--- src/hw/timer8_pkg.sv ---
// Package for the 8-bit compare timer: register map, fields, modes and types
package timer8_pkg;

  // Register indices on the plain register port
  localparam logic [3:0] ADDR_CTRL_A   = 4'h0; // [7:6] action A, [5:4] action B, [2:0] wave mode
  localparam logic [3:0] ADDR_CTRL_B   = 4'h1; // [7] force A, [6] force B, [2:0] clock source
  localparam logic [3:0] ADDR_COUNT    = 4'h2;
  localparam logic [3:0] ADDR_CMP_A    = 4'h3;
  localparam logic [3:0] ADDR_CMP_B    = 4'h4;
  localparam logic [3:0] ADDR_FLAGS    = 4'h5; // [2] compare B, [1] compare A, [0] overflow
  localparam logic [3:0] ADDR_STATUS   = 4'h6; // [1] wave B, [0] wave A

  // Field positions
  localparam int ACT_A_LSB  = 6;
  localparam int ACT_B_LSB  = 4;
  localparam int FORCE_A_BIT = 7;
  localparam int FORCE_B_BIT = 6;
  localparam int FLAG_OVF   = 0;
  localparam int FLAG_CMPA  = 1;
  localparam int FLAG_CMPB  = 2;

  localparam logic [7:0] COUNT_MAX  = 8'hff;
  localparam logic [7:0] COUNT_ZERO = 8'h00;
  localparam logic [2:0] CLK_STOP   = 3'h0;

  typedef enum logic [2:0] {
    MODE_NORMAL   = 3'b000,
    MODE_PC_FF    = 3'b001,
    MODE_CLR_MTCH = 3'b010,
    MODE_FAST_FF  = 3'b011
  } wave_mode_e;

  typedef enum logic [1:0] {
    ACT_NONE   = 2'b00,
    ACT_TOGGLE = 2'b01,
    ACT_CLEAR  = 2'b10,
    ACT_SET    = 2'b11
  } out_action_e;

  typedef struct packed {
    logic [3:0] addr;
    logic [7:0] wdata;
    logic       wr;
    logic       rd;
  } reg_req_s;

  typedef struct packed {
    logic [1:0] outputActionSelA;
    logic [1:0] outputActionSelB;
    logic [2:0] waveModeSel;
    logic [2:0] clockSourceSel;
    logic [7:0] counterValue;
    logic [7:0] compareValueA;
    logic [7:0] compareValueB;
    logic       overflowFlag;
    logic       compareFlagA;
    logic       compareFlagB;
    logic       waveOutputA;
    logic       waveOutputB;
    logic       blockMatch;
    logic       pendMatchA;
    logic       pendMatchB;
    logic [7:0] rdata;
  } timer_state_s;

endpackage

--- src/hw/timer8_compare_output_ctc.sv ---
// 8-bit timer/counter with compare units, wave outputs and port override
`timescale 1ns/1ps

// Summary of operation
// - Force strobe applies selected action like match, in non-PWM modes only
// - Forced match leaves flags and counter alone
// - Counter write blocks matches next tick
// - Wave outputs kept across mode changes
// - Action selection used immediately, unbuffered
// - Reset clears wave outputs to zero
// - Nonzero action overrides port output value
// - Port override same in every mode
// - Action zero leaves wave output unchanged
// - New action governs from next match
// - Counting depends only on mode selection
// - Normal mode increments and wraps
// - Normal mode overflow flag at zero
// - Normal mode counter writable any time
// - Clear-on-match clears at compare A
// - Compare A unbuffered; missed match wraps
// - Compare flag A set every period
// - Toggle action halves clear-on-match frequency
// - Clear-on-match overflow at max to zero
// - Match flags set next tick; write-one clears
// - Counter write beats clear or count
// - Clock source zero stops the timer
module timer8_compare_output_ctc (
  // Clock and reset
  input  wire logic       clk,
  input  wire logic       rst_b,
  // Register port
  input  wire logic [3:0] regAddr,
  input  wire logic [7:0] regWdata,
  input  wire logic       regWr,
  input  wire logic       regRd,
  output logic      [7:0] regRdata,
  // Timer clock enable from the prescaler
  input  wire logic       timerTick,
  // Interrupt acknowledge from the core, one cycle
  input  wire logic       ovfIntAck,
  input  wire logic       cmpAIntAck,
  input  wire logic       cmpBIntAck,
  // Port pins A and B
  input  wire logic [1:0] portOutValue,
  input  wire logic [1:0] wavePinDirectionBit,
  output logic      [1:0] pinOut,
  output logic      [1:0] pinOe,
  // Flag levels for the interrupt controller
  output logic            overflowFlag,
  output logic            compareFlagA,
  output logic            compareFlagB
);

  timer8_pkg::timer_state_s state_r;
  timer8_pkg::timer_state_s state_nxt;
  timer8_pkg::reg_req_s     req;

  assign req = '{addr: regAddr, wdata: regWdata, wr: regWr, rd: regRd};

  // Applies one compare action to a wave output
  function automatic logic applyAction(input logic cur, input logic [1:0] act);
    logic res;
    res = cur;
    case (act)
      timer8_pkg::ACT_TOGGLE: res = ~cur;
      timer8_pkg::ACT_CLEAR:  res = 1'b0;
      timer8_pkg::ACT_SET:    res = 1'b1;
      default:                res = cur;
    endcase
    return res;
  endfunction

  always_comb
  begin
    logic       nonPwm;
    logic       running;
    logic       hitA;
    logic       hitB;
    logic       cntWr;
    logic       forceA;
    logic       forceB;
    logic [7:0] nextCount;
    state_nxt = state_r;
    nonPwm    = (state_r.waveModeSel == timer8_pkg::MODE_NORMAL) ||
                (state_r.waveModeSel == timer8_pkg::MODE_CLR_MTCH);
    running   = timerTick && (state_r.clockSourceSel != timer8_pkg::CLK_STOP);
    cntWr     = req.wr && (req.addr == timer8_pkg::ADDR_COUNT);
    forceA    = req.wr && (req.addr == timer8_pkg::ADDR_CTRL_B) &&
                req.wdata[timer8_pkg::FORCE_A_BIT] && nonPwm;
    forceB    = req.wr && (req.addr == timer8_pkg::ADDR_CTRL_B) &&
                req.wdata[timer8_pkg::FORCE_B_BIT] && nonPwm;
    // Compare is live, not buffered, in the modes implemented here
    hitA      = running && !state_r.blockMatch &&
                (state_r.counterValue == state_r.compareValueA);
    hitB      = running && !state_r.blockMatch &&
                (state_r.counterValue == state_r.compareValueB);

    // Wave outputs change only by matches or forcing; mode writes never touch them
    if (hitA || forceA)
    begin
      state_nxt.waveOutputA = applyAction(state_r.waveOutputA, state_r.outputActionSelA);
    end
    if (hitB || forceB)
    begin
      state_nxt.waveOutputB = applyAction(state_r.waveOutputB, state_r.outputActionSelB);
    end

    // Counting sequence is a function of mode only
    nextCount = state_r.counterValue + 8'h01;
    if ((state_r.waveModeSel == timer8_pkg::MODE_CLR_MTCH) &&
        (state_r.counterValue == state_r.compareValueA))
    begin
      nextCount = timer8_pkg::COUNT_ZERO;
    end
    if (running)
    begin
      state_nxt.counterValue = nextCount;
    end

    // A tick consumes the block; a write mid-stop keeps it alive until the next tick
    if (running)
    begin
      state_nxt.blockMatch = 1'b0;
    end
    if (cntWr)
    begin
      state_nxt.counterValue = req.wdata;
      state_nxt.blockMatch   = 1'b1;
    end

    // Flags: matches latch now and post on the next tick; forced matches never post
    state_nxt.pendMatchA = running ? hitA : (state_r.pendMatchA || hitA);
    state_nxt.pendMatchB = running ? hitB : (state_r.pendMatchB || hitB);
    if (req.wr && (req.addr == timer8_pkg::ADDR_FLAGS))
    begin
      if (req.wdata[timer8_pkg::FLAG_OVF])
        state_nxt.overflowFlag = 1'b0;
      if (req.wdata[timer8_pkg::FLAG_CMPA])
        state_nxt.compareFlagA = 1'b0;
      if (req.wdata[timer8_pkg::FLAG_CMPB])
        state_nxt.compareFlagB = 1'b0;
    end
    if (ovfIntAck)
      state_nxt.overflowFlag = 1'b0;
    if (cmpAIntAck)
      state_nxt.compareFlagA = 1'b0;
    if (cmpBIntAck)
      state_nxt.compareFlagB = 1'b0;
    // Sets placed last so an event beats a clear in the same cycle
    if (running && state_r.pendMatchA)
      state_nxt.compareFlagA = 1'b1;
    if (running && state_r.pendMatchB)
      state_nxt.compareFlagB = 1'b1;
    if (running && !cntWr && (state_r.counterValue == timer8_pkg::COUNT_MAX) &&
        (nextCount == timer8_pkg::COUNT_ZERO))
      state_nxt.overflowFlag = 1'b1;

    // Control writes
    if (req.wr && (req.addr == timer8_pkg::ADDR_CTRL_A))
    begin
      state_nxt.outputActionSelA = req.wdata[timer8_pkg::ACT_A_LSB +: 2];
      state_nxt.outputActionSelB = req.wdata[timer8_pkg::ACT_B_LSB +: 2];
      state_nxt.waveModeSel      = req.wdata[2:0];
    end
    if (req.wr && (req.addr == timer8_pkg::ADDR_CTRL_B))
      state_nxt.clockSourceSel = req.wdata[2:0];
    if (req.wr && (req.addr == timer8_pkg::ADDR_CMP_A))
      state_nxt.compareValueA = req.wdata;
    if (req.wr && (req.addr == timer8_pkg::ADDR_CMP_B))
      state_nxt.compareValueB = req.wdata;

    // Read data stands only in the cycle after the strobe
    state_nxt.rdata = 8'h00;
    if (req.rd)
    begin
      case (req.addr)
        timer8_pkg::ADDR_CTRL_A:
          state_nxt.rdata = {state_r.outputActionSelA, state_r.outputActionSelB, 1'b0,
                             state_r.waveModeSel};
        timer8_pkg::ADDR_CTRL_B:  state_nxt.rdata = {5'h00, state_r.clockSourceSel};
        timer8_pkg::ADDR_COUNT:   state_nxt.rdata = state_r.counterValue;
        timer8_pkg::ADDR_CMP_A:   state_nxt.rdata = state_r.compareValueA;
        timer8_pkg::ADDR_CMP_B:   state_nxt.rdata = state_r.compareValueB;
        timer8_pkg::ADDR_FLAGS:
          state_nxt.rdata = {5'h00, state_r.compareFlagB, state_r.compareFlagA,
                             state_r.overflowFlag};
        timer8_pkg::ADDR_STATUS:
          state_nxt.rdata = {6'h00, state_r.waveOutputB, state_r.waveOutputA};
        default:                  state_nxt.rdata = 8'h00;
      endcase
    end
  end

  always_ff @(posedge clk)
  begin
    if (!rst_b)
      state_r <= '0;
    else
      state_r <= state_nxt;
  end

  assign regRdata     = state_r.rdata;
  assign overflowFlag = state_r.overflowFlag;
  assign compareFlagA = state_r.compareFlagA;
  assign compareFlagB = state_r.compareFlagB;

  // Override is mode independent; direction stays with the port
  assign pinOut[0] = (state_r.outputActionSelA != timer8_pkg::ACT_NONE) ?
                     state_r.waveOutputA : portOutValue[0];
  assign pinOut[1] = (state_r.outputActionSelB != timer8_pkg::ACT_NONE) ?
                     state_r.waveOutputB : portOutValue[1];
  assign pinOe     = wavePinDirectionBit;

endmodule

--- config.mk ---
export PLATFORM = sky130hd
export DESIGN_NAME = timer8_compare_output_ctc
export DESIGN_NICKNAME = d
export VERILOG_FILES = /design/src/hw/timer8_pkg.sv /design/src/hw/timer8_compare_output_ctc.sv
export SDC_FILE = /design/constraint.sdc
export NUM_CORES = 1
export LEC_CHECK = 0
export BUFFER_PORTS_ARGS = -buffer_cell sky130_fd_sc_hd__buf_2
export CAP_MARGIN = 20
export CORE_ASPECT_RATIO = 1.75
export CORE_UTILIZATION = 50
export DETAILED_ROUTE_END_ITERATION = 8
export GPL_ROUTABILITY_DRIVEN = 1
export PLACE_DENSITY = 0.72
export SLEW_MARGIN = 20
export SYNTH_ARGS = -nofsm -noshare
export SYNTH_HDL_FRONTEND = slang
export SYNTH_SLANG_ARGS = --single-unit
--- constraint.sdc ---
create_clock -name clk -period 2.34 [get_ports clk]
set_input_delay 0.468 -clock clk [delete_from_list [all_inputs] [get_ports clk]]
set_output_delay 0.468 -clock clk [all_outputs]
set_load 0.01 [all_outputs]
==> impl_metrics.env, run 1 <==
export IMPL_grt_start_max_net_pins=25
export IMPL_postSynth_asyncResetShare_pct=0
export IMPL_period_share_pct=87.7
export IMPL_gr_usage_all_layers_pct=27.0
export IMPL_final_net_count=378
export IMPL_arrival_ns=2.31
export IMPL_critical_path_reg2reg_startpoint="state_r[32]"
export IMPL_drc=0
export IMPL_crit_slowest_cell="sky130_fd_sc_hd__dfxtp_1"
export IMPL_timing_hold_worst_class="primary input to register"
export IMPL_cts_path_max_buffers=2
export IMPL_maxSlewHeadroom_pct=52.1
export IMPL_pin_count=39
export IMPL_tritoncts="built"
export IMPL_switching_power_w=0.000442
export IMPL_floorplan_initialDensity_pct=51.6
export IMPL_dp_hpwl_microns=5710
export IMPL_part_of_the_total_power_dissipated_in_sequential_elements_pct=54.8
export IMPL_via_count=2513
export IMPL_power_density_mw_per_mm2=524
export IMPL_worst_clock_skew_ns=0.00698
export IMPL_cts_sinks=50
export IMPL_setup_worst_path_start_class="register"
export IMPL_worst_slew_pin_transition_ns=0.711
export IMPL_fin_cells=430
export IMPL_n_antenna_cell=0
export IMPL_path_depth=6
export IMPL_area_occupied_by_registers_sq_mm=0.00100
export IMPL_critical_path_cell_chain="ha_1 -> nand2_1 -> o21ai_0 -> o2111ai_1 -> a2111oi_2 -> o21a_1"
export IMPL_worst_r2r_cell_count=6
export IMPL_die_height_microns=102
export IMPL_reg2reg_to="overflowFlag"
export IMPL_final_hold_viol_count=0
export IMPL_vdd_drop_max_mv=0.428
export IMPL_initial_antenna_violation_count=0
export IMPL_finalWirelength_microns=7430
export IMPL_critPathRequiredTime_ns=2.60
export IMPL_die_area_sq_mm=0.00604
export IMPL_syn_area_sq_mm=0.00286
export IMPL_routed_wire_length_per_instance_microns=17.3
export IMPL_power_clock_fraction_pct=32.4
export IMPL_yosys_register_bits=50
export IMPL_worst_setup_path_end_kind="register"
export IMPL_drt_iter0_drc=130
export IMPL_total_leakage_power_nw=1.23
export IMPL_synth_yosys_seq_area_share_pct=35.0
export IMPL_drive_above_1_share_pct=17.8
export IMPL_most_used_cells_in_the_layout_excluding_fill_and_tap_cells="sky130_fd_sc_hd__dfxtp_1 (50), sky130_fd_sc_hd__buf_2 (34), sky130_fd_sc_hd__nand2_1 (33)"
export IMPL_path_clk_slew_ns=0.09
export IMPL_synth_flop_cell="sky130_fd_sc_hd__dfxtp_1"
export IMPL_comb_power_share_pct=12.7
export IMPL_crit_path_max_incr_delay_ns=0.58
export IMPL_synthCells=332
export IMPL_cts_max_level=2
export IMPL_worstSetupPathType="register to register"
export IMPL_areaGrowthSynthToFinish_pct=8.61
export IMPL_post_place_cells=422
export IMPL_clock_insertion_delay_worst_skew_ns=0.32
export IMPL_final_common_cell="sky130_fd_sc_hd__dfxtp_1"
export IMPL_syn_avg_cell_area_sq_um=8.62
export IMPL_viasPerCell=5.84
export IMPL_holdPathStages=3
export IMPL_postCtsHoldBufs=0
export IMPL_finalCriticalPeriod_ns=2.05
export IMPL_max_freq_mhz=488
export IMPL_core_area_sq_mm=0.00554
export IMPL_worstPathBufferInverterCount=0
export IMPL_first_global_vias=2502
export IMPL_critical_path_peak_fanout=9
export IMPL_worst_setup_path_endpoint="overflowFlag"
export IMPL_globalRoute_totalOverflow=0
export IMPL_final_setup_tns_ns=0
export IMPL_port_buffers=34
export IMPL_postRouteAntennaNets=0
export IMPL_detail_route_first_pass_iterations=5
export IMPL_clock_tree_root_cell="sky130_fd_sc_hd__clkbuf_8"
export IMPL_fp_row_count=36
export IMPL_hold_path_startpoint="regWdata[3]"
export IMPL_synthDistinctLibCells=54
export IMPL_cts_inserted_buffers=5
export IMPL_post_cts_resize_count=0
export IMPL_status="finished, final reports clean"
export IMPL_finalWeightedCongestion=0.960
export IMPL_switching_share_pct=27.1
export IMPL_layout_filler_cells=550
export IMPL_mappedNetlistNets=357
export IMPL_post_cts_setup_buffers=0
export IMPL_rrSetupSlack_ns=0.29
export IMPL_rsz_0062_raised_after_global_routing="no"
export IMPL_crit_path_start="state_r[32]"
export IMPL_multi_input_comb_area_sq_mm=0.00166
export IMPL_timing_critical_path_max_delay_family="compound AO/OA/AOI/OAI gates"
export IMPL_post_synth_edffs=0
export IMPL_timing_max_transition_violations_final=0
export IMPL_synth_warnings=0
export IMPL_grt_first_pass_wirelength_microns=12200
export IMPL_setup_viol=0
export IMPL_dieWidth_microns=59.2
export IMPL_max_cap_violations=0
export IMPL_cellInternalPower_w=0.00119
worst register-to-register path, cell delays in order (launching register included):
cell	delay, ns
sky130_fd_sc_hd__dfxtp_1	0.58
sky130_fd_sc_hd__ha_1	0.32
sky130_fd_sc_hd__nand2_1	0.12
sky130_fd_sc_hd__o21ai_0	0.26
sky130_fd_sc_hd__o2111ai_1	0.17
sky130_fd_sc_hd__a2111oi_2	0.41
sky130_fd_sc_hd__o21a_1	0.15
cell type report:
class	count	share of cell area [%]
multi-input cells	248	53.4
flip-flops and latches	50	32.2
repair buffers	44	7.89
well taps	76	3.06
clock buffers	7	2.78
inverters	4	0.483
clock inverters	1	0.161
metrics by stage:
step                      util [%]  power (W)  area [sq um]  worst slack, ns  hold WS, ns
after global placement        54.4    0.00112          3020            0.314        0.455
after global routing          56.1    0.00168          3110            0.171        0.443
after detailed placement      54.4    0.00112          3020            0.299        0.470
after floorplan                  -    0.00104          2860            0.640        0.439
after CTS                     56.1    0.00163          3110            0.284        0.435
final                         56.1    0.00163          3110            0.289        0.435
cell families after synthesis:
logic type               Yosys count  share of synthesized area (%)
AO/OA/AOI/OAI                     77                           19.8
XOR/XNOR                          21                           6.69
adder cells (fa/ha/maj)            1                          0.437
flip-flops                        50                           35.0
buffers and inverters             34                           7.00
AND/OR/NAND/NOR                  133                           25.4
multiplexers                      16                           5.77
registers in the layout, summed over array words and instances (netlist names):
register,flops
regRdata,8
overflowFlag,1
compareFlagB,1
state_r,39
compareFlagA,1
power by group through the flow:
stage / sequential (W) / clock [W] / combinational (W)
finish: 0.000893 / 0.000528 / 0.000208
global route: 0.000895 / 0.000563 / 0.000225
CTS: 0.000893 / 0.000537 / 0.000205
detailed placement: 0.000913 / 0 / 0.000204
global placement: 0.000913 / 0 / 0.000203
floorplan: 0.000895 / 0 / 0.000147
synthesized netlist by cell type, types with 4 or more instances:
| library cell | number | share of area, % |
|---|---|---|
| sky130_fd_sc_hd__a22oi_1 | 7 | 1.8 |
| sky130_fd_sc_hd__and3_1 | 4 | 0.87 |
| sky130_fd_sc_hd__a21oi_1 | 11 | 1.9 |
| sky130_fd_sc_hd__nand2_1 | 33 | 4.3 |
| sky130_fd_sc_hd__buf_4 | 12 | 3.1 |
| sky130_fd_sc_hd__nor2b_1 | 19 | 4.2 |
| sky130_fd_sc_hd__inv_1 | 4 | 0.52 |
| sky130_fd_sc_hd__buf_2 | 4 | 0.70 |
| sky130_fd_sc_hd__nand3_1 | 28 | 4.9 |
| sky130_fd_sc_hd__mux2i_1 | 12 | 4.2 |
| sky130_fd_sc_hd__nor3_1 | 4 | 0.70 |
| sky130_fd_sc_hd__a21boi_0 | 22 | 5.8 |
| sky130_fd_sc_hd__a22o_1 | 4 | 1.2 |
| sky130_fd_sc_hd__dfxtp_1 | 50 | 35 |
| sky130_fd_sc_hd__a32oi_1 | 5 | 1.5 |
| sky130_fd_sc_hd__clkbuf_1 | 11 | 1.4 |
| sky130_fd_sc_hd__xor2_1 | 17 | 5.2 |
| sky130_fd_sc_hd__a222oi_1 | 5 | 1.7 |
| sky130_fd_sc_hd__mux2_2 | 4 | 1.6 |
| sky130_fd_sc_hd__nor2_1 | 20 | 2.6 |
| sky130_fd_sc_hd__o21ai_0 | 9 | 1.6 |
how the worst min path moves through the flow:
| stage | slack (ns) | end |
|---|---|---|
| finish | 0.43 | state_r[19] |
| floorplan | 0.44 | state_r[12] |
| global placement | 0.46 | state_r[12] |
| CTS | 0.44 | state_r[19] |
| global route | 0.44 | state_r[19] |
| detailed placement | 0.47 | state_r[12] |
routing by layer:
| metal | global-route usage (%) | vias up | routed length, microns |
|---|---|---|---|
| met5 | 0 | - | 0 |
| met4 | 22.3 | 0 | 512 |
| met3 | 3.54 | 36 | 364 |
| met2 | 43.1 | 99 | 3570 |
| met1 | 31.3 | 1162 | 2990 |
| li1 | - | 1216 | - |
Note: power is estimated with default switching activity, not from simulation.
==> run 2: changes to the inputs <==
PLACE_DENSITY = 0.76   (was 0.72)
==> run 2 against run 1 <==
Compared with the run above:
- clock skew is 0.0016 ns higher
- design area up 0.36%
- highest routed layer unchanged
- utilization is 0.20 points higher
- critical path depth stayed put
- global-route usage increased by 0.87 points
==> impl_metrics.env, run 2 (same netlist as run 1, synthesis figures left out) <==
export IMPL_areaGrowthSynthToFinish_pct=9.01
export IMPL_dp_hpwl_microns=5820
export IMPL_worstSetupPathType="register to register"
export IMPL_finalCriticalPeriod_ns=1.95
export IMPL_drive_above_1_share_pct=18.0
export IMPL_setup_worst_path_start_class="register"
export IMPL_cts_max_level=2
export IMPL_timing_hold_worst_class="primary input to register"
export IMPL_power_density_mw_per_mm2=539
export IMPL_placement_setup_worst_slack_ns=0.297
export IMPL_vdd_drop_max_mv=0.385
export IMPL_comb_power_share_pct=13.6
export IMPL_post_cts_setup_buffers=0
export IMPL_largest_register_ff_count=39
export IMPL_pin_count=39
export IMPL_holdPathStages=3
export IMPL_first_global_vias=2418
export IMPL_postRouteAntennaNets=0
export IMPL_gr_usage_all_layers_pct=27.9
export IMPL_grt_start_max_net_pins=28
export IMPL_period_share_pct=83.4
export IMPL_power_clock_fraction_pct=33.7
export IMPL_grt_first_pass_wirelength_microns=12200
export IMPL_arrival_ns=2.22
export IMPL_part_of_the_total_power_dissipated_in_sequential_elements_pct=52.7
export IMPL_worst_clock_skew_ns=0.00859
export IMPL_final_setup_tns_ns=0
export IMPL_drt_iter0_drc=175
export IMPL_initial_antenna_violation_count=0
export IMPL_n_antenna_cell=0
export IMPL_drc=0
export IMPL_rsz_0062_raised_after_global_routing="no"
export IMPL_viasPerCell=6.10
export IMPL_worst_setup_path_end_kind="register"
export IMPL_worst_slew_pin_transition_ns=0.551
export IMPL_port_buffers=34
export IMPL_critPathRequiredTime_ns=2.60
export IMPL_most_used_cells_in_the_layout_excluding_fill_and_tap_cells="sky130_fd_sc_hd__dfxtp_1 (50), sky130_fd_sc_hd__buf_2 (34), sky130_fd_sc_hd__nand2_1 (33)"
export IMPL_dieWidth_microns=59.2
export IMPL_post_cts_resize_count=0
export IMPL_max_freq_mhz=512
export IMPL_status="finished, final reports clean"
export IMPL_finalWirelength_microns=7840
export IMPL_die_height_microns=102
export IMPL_core_area_sq_mm=0.00554
export IMPL_cts_path_max_buffers=2
export IMPL_die_area_sq_mm=0.00604
export IMPL_final_common_cell="sky130_fd_sc_hd__dfxtp_1"
export IMPL_fp_row_count=36
export IMPL_setup_viol=0
export IMPL_postCtsHoldBufs=0
export IMPL_switching_power_w=0.000478
export IMPL_finalWeightedCongestion=0.967
export IMPL_final_net_count=379
export IMPL_worst_r2r_cell_count=6
export IMPL_clock_insertion_delay_worst_skew_ns=0.33
export IMPL_switching_share_pct=28.4
export IMPL_cellInternalPower_w=0.00120
export IMPL_fin_cells=431
export IMPL_tritoncts="built"
export IMPL_globalRoute_totalOverflow=0
export IMPL_layout_filler_cells=520
export IMPL_area_occupied_by_registers_sq_mm=0.00100
export IMPL_timing_max_transition_violations_final=0
export IMPL_path_clk_slew_ns=0.10
export IMPL_critical_path_peak_fanout=10
export IMPL_max_flop_register="state_r"
export IMPL_post_place_cells=423
export IMPL_multi_input_comb_area_sq_mm=0.00166
export IMPL_cts_sinks=50
export IMPL_via_count=2628
export IMPL_final_hold_viol_count=0
export IMPL_detail_route_first_pass_iterations=5
export IMPL_final_critical_path_setup_slack_ns=0.389
export IMPL_maxSlewHeadroom_pct=63.3
export IMPL_clock_tree_root_cell="sky130_fd_sc_hd__clkbuf_8"
export IMPL_total_leakage_power_nw=1.23
export IMPL_cts_inserted_buffers=5
export IMPL_floorplan_initialDensity_pct=51.6
export IMPL_routed_wire_length_per_instance_microns=18.2
export IMPL_max_cap_violations=0
## run 2: cell type report
type                            instances  share of cell area (%)
Inverter                                4                   0.481
Timing Repair Buffer                   45                    8.10
Clock inverter                          1                   0.281
Sequential cell                        50                    32.1
Clock buffer                            7                    2.77
Tap cell                               76                    3.05
Multi-Input combinational cell        248                    53.2
## run 2: power by group through the flow
stage | clock network [W] | registers (W) | logic, W
2_1_floorplan | 0 | 0.000895 | 0.000147
3_3_place_gp | 0 | 0.000906 | 0.000219
3_5_place_dp | 0 | 0.000906 | 0.000222
4_1_cts | 0.000565 | 0.000886 | 0.000223
5_1_grt | 0.000599 | 0.000889 | 0.000246
6_report | 0.000566 | 0.000887 | 0.000229
## run 2: critical path: stages (launching register included)
cell,delay [ns]
sky130_fd_sc_hd__dfxtp_1,0.60
sky130_fd_sc_hd__xor2_1,0.29
sky130_fd_sc_hd__nor4_4,0.08
sky130_fd_sc_hd__buf_4,0.15
sky130_fd_sc_hd__a32oi_1,0.27
sky130_fd_sc_hd__mux2_2,0.37
sky130_fd_sc_hd__a21boi_1,0.13
## run 2: path summary, 6_finish.rpt
kind | from | to | slack, ns
worst max register to register | state_r[35] | state_r[12] | 0.39
worst min-delay path | regWdata[3] | state_r[19] | 0.45
worst max-delay path | state_r[35] | state_r[12] | 0.39
worst min register to register | state_r[12] | state_r[12] | 0.48
## run 2: per-layer routing
layer	track usage, %	wire length, microns	vias up
met4	20.3	499	0
met5	0	0	-
li1	-	-	1219
met3	5.57	640	49
met2	46.4	3890	162
met1	30.6	2810	1198
## run 2: through the flow
stage	area [sq um]	hold slack [ns]	utilization, %	power [W]
global route	3120	0.467	56.3	0.00173
CTS	3120	0.454	56.3	0.00167
global placement	3020	0.458	54.6	0.00112
detailed placement	3020	0.467	54.6	0.00113
finish	3120	0.454	56.3	0.00168
floorplan	2860	0.439	-	0.00104
==> run 3: changes to the inputs <==
ABC_AREA = 1   (was not set)
clock period = 1.8 ns   (was 2.34 ns; I/O delays follow)
==> run 3 against run 2 <==
Compared with the run above:
- the run now ends with DRC left
- die area down 7.2%
- cell count grew 7.9%
- design area fell by 7.2%
- utilization is 1.4 points higher
- power increased by 27%
- flip-flop and latch count unchanged
- largest cell class unchanged
- largest power group unchanged
==> impl_metrics.env, run 3 <==
export IMPL_drive_above_1_share_pct=16.1
export IMPL_first_global_vias=2468
export IMPL_synthDistinctLibCells=30
export IMPL_vdd_drop_max_mv=0.460
export IMPL_timing_critical_path_max_delay_family="simple AND/OR/NAND/NOR gates"
export IMPL_viasPerCell=5.63
export IMPL_hold_path_startpoint="regRd"
export IMPL_clock_tree_root_cell="sky130_fd_sc_hd__clkbuf_8"
export IMPL_maxSlewHeadroom_pct=60.7
export IMPL_critical_path_peak_fanout=8
export IMPL_netlist_area_leader_share_pct=37.8
export IMPL_synth_warnings=0
export IMPL_worstPathBufferInverterCount=0
export IMPL_critPathRequiredTime_ns=2.03
export IMPL_drc=10
export IMPL_grt_first_pass_wirelength_microns=11400
export IMPL_cts_inserted_buffers=5
export IMPL_worst_slew_pin_transition_ns=0.586
export IMPL_reg2reg_to="overflowFlag"
export IMPL_setup_worst_path_start_class="register"
export IMPL_synthCells=382
export IMPL_worst_clock_skew_ns=0.00775
export IMPL_final_critical_path_setup_slack_ns=0.149
export IMPL_period_share_pct=91.7
export IMPL_via_count=2618
export IMPL_finalWirelength_microns=6910
export IMPL_rsz_0062_raised_after_global_routing="no"
export IMPL_timing_hold_worst_class="primary input to register"
export IMPL_syn_avg_cell_area_sq_um=6.93
export IMPL_routed_wire_length_per_instance_microns=14.9
export IMPL_detail_route_first_pass_iterations=7
export IMPL_worst_setup_path_end_kind="register"
export IMPL_arrival_ns=1.88
export IMPL_status="finished with violations"
export IMPL_largest_register_ff_count=39
export IMPL_cts_path_max_buffers=2
export IMPL_finalCriticalPeriod_ns=1.65
export IMPL_mappedNetlistNets=407
export IMPL_postCtsHoldBufs=0
export IMPL_gr_usage_all_layers_pct=26.3
export IMPL_critPathMostFrequentCell="sky130_fd_sc_hd__nand2_1"
export IMPL_cts_sinks=50
export IMPL_port_buffers=34
export IMPL_power_total_w=0.00213
export IMPL_yosys_register_bits=50
export IMPL_total_leakage_power_nw=1.22
export IMPL_floorplan_initialDensity_pct=52.8
export IMPL_fp_row_count=34
export IMPL_netlist_top_cells_count="sky130_fd_sc_hd__nand2_1 (77), sky130_fd_sc_hd__inv_1 (53), sky130_fd_sc_hd__dfxtp_1 (50)"
export IMPL_final_setup_tns_ns=0
export IMPL_syn_area_sq_mm=0.00265
export IMPL_max_freq_mhz=606
export IMPL_max_flop_register="state_r"
export IMPL_timing_max_transition_violations_final=0
export IMPL_synth_flop_cell="sky130_fd_sc_hd__dfxtp_1"
export IMPL_placement_setup_worst_slack_ns=0.156
export IMPL_postRouteAntennaNets=0
export IMPL_worstSetupPathType="register to register"
export IMPL_synth_top_cells_by_area="sky130_fd_sc_hd__dfxtp_1 (38%), sky130_fd_sc_hd__nand2_1 (11%), sky130_fd_sc_hd__a21oi_1 (8.3%)"
export IMPL_die_height_microns=98.3
export IMPL_crit_slowest_cell="sky130_fd_sc_hd__dfxtp_1"
export IMPL_core_area_sq_mm=0.00502
export IMPL_drt_iter0_drc=184
export IMPL_globalRoute_totalOverflow=0
export IMPL_path_depth=7
export IMPL_synth_most_common_cell="sky130_fd_sc_hd__nand2_1"
export IMPL_final_common_cell="sky130_fd_sc_hd__nand2_1"
export IMPL_max_cap_violations=0
export IMPL_post_synth_edffs=0
export IMPL_rrSetupSlack_ns=0.15
export IMPL_critical_path_reg2reg_startpoint="state_r[36]"
export IMPL_setup_viol=0
export IMPL_worst_r2r_cell_count=7
export IMPL_postSynth_asyncResetShare_pct=0
export IMPL_hold_slack_ns=0.275
export IMPL_critical_path_cell_chain="xnor2_1 -> nand2_1 -> nor2_1 -> nand3_2 -> nand2_1 -> nand3_1 -> a21oi_1"
export IMPL_grt_start_max_net_pins=23
export IMPL_crit_path_max_incr_delay_ns=0.47
export IMPL_n_antenna_cell=0
export IMPL_tritoncts="built"
export IMPL_holdPathStages=3
export IMPL_pin_count=39
export IMPL_dp_hpwl_microns=5310
export IMPL_cts_max_level=2
export IMPL_violated_checks="DRC"
export IMPL_timing_hold_worst_endpoint="regRdata[3]"
export IMPL_path_clk_slew_ns=0.09
export IMPL_synth_area_leader_cell="sky130_fd_sc_hd__dfxtp_1"
export IMPL_clock_insertion_delay_worst_skew_ns=0.31
export IMPL_synth_yosys_seq_area_share_pct=37.8
export IMPL_final_net_count=435
export IMPL_most_used_cells_in_the_layout_excluding_fill_and_tap_cells="sky130_fd_sc_hd__nand2_1 (77), sky130_fd_sc_hd__inv_1 (53), sky130_fd_sc_hd__dfxtp_1 (48)"
export IMPL_power_density_mw_per_mm2=735
export IMPL_areaGrowthSynthToFinish_pct=9.31
export IMPL_die_area_sq_mm=0.00560
export IMPL_final_hold_viol_count=0
export IMPL_finalWeightedCongestion=0.929
export IMPL_dieWidth_microns=57.0
export IMPL_initial_antenna_violation_count=0
-- run 3: worst max-delay path by stage --
stage	to	startpoint	slack (ns)
floorplan	state_r[44]	regAddr[2]	0.42
global placement	state_r[33]	regAddr[1]	0.17
detailed placement	state_r[33]	regAddr[1]	0.16
CTS	overflowFlag	state_r[36]	0.19
global route	overflowFlag	state_r[36]	0.008
finish	overflowFlag	state_r[36]	0.15
-- run 3: layer usage --
layer  wire [microns]  vias to the layer above  global-route usage [%]  part of all wire, %
met3              422                       34                    3.18                  6.1
li1                 -                     1298                       -                    -
met4              347                        0                    15.9                  5.0
met5                0                        -                       0                    0
met1             2620                     1160                    29.4                   38
met2             3520                      126                    46.2                   51
-- run 3: timing repair --
action,in CTS,in global routing
endpoints found under the setup margin,0,1
resized for setup,0,2
buffers inserted,0,0
-- run 3: kinds of logic (layout without fill, tap and decap cells) --
family          count (synthesis)  after routing  synth area share (%)
xor+xnor                        8              8                  2.65
compound gates                100            100                  20.5
simple gates                  144            144                  24.6
buf+inv                        79            108                  14.0
fa+ha+maj                       1              1                 0.472
flops                          50             50                  37.8
-- run 3: report_power, final --
part	leakage [nW]	switching, W	total, W	internal (W)
Sequential	0.405	0.0000149	0.00114	0.00112
Combinational	0.762	0.000141	0.000210	0.0000690
Clock	0.0524	0.000364	0.000781	0.000416
-- run 3: layout make-up --
cell class,count,area (sq um)
fillers,469,2120
multi-input cells,253,1280
flip-flops and latches,50,1000
inverters,61,234
repair buffers,39,208
clock buffers,7,76.3
well taps,54,67.6
clock inverters,1,30.0
-- run 3: tightest hold or removal path: stages --
cell and delay, ns:
sky130_fd_sc_hd__buf_2 0.09, sky130_fd_sc_hd__nand3_1 0.06, sky130_fd_sc_hd__inv_1 0.05
-- run 3: stage by stage --
stage / instance area, sq um / std cells / utilization, %
after floorplan: 2650 / 382 / -
after global placement: 2790 / 457 / 55.5
after detailed placement: 2790 / 457 / 55.5
after CTS: 2890 / 465 / 57.6
after global routing: 2900 / 465 / 57.7
final: 2900 / 465 / 57.7
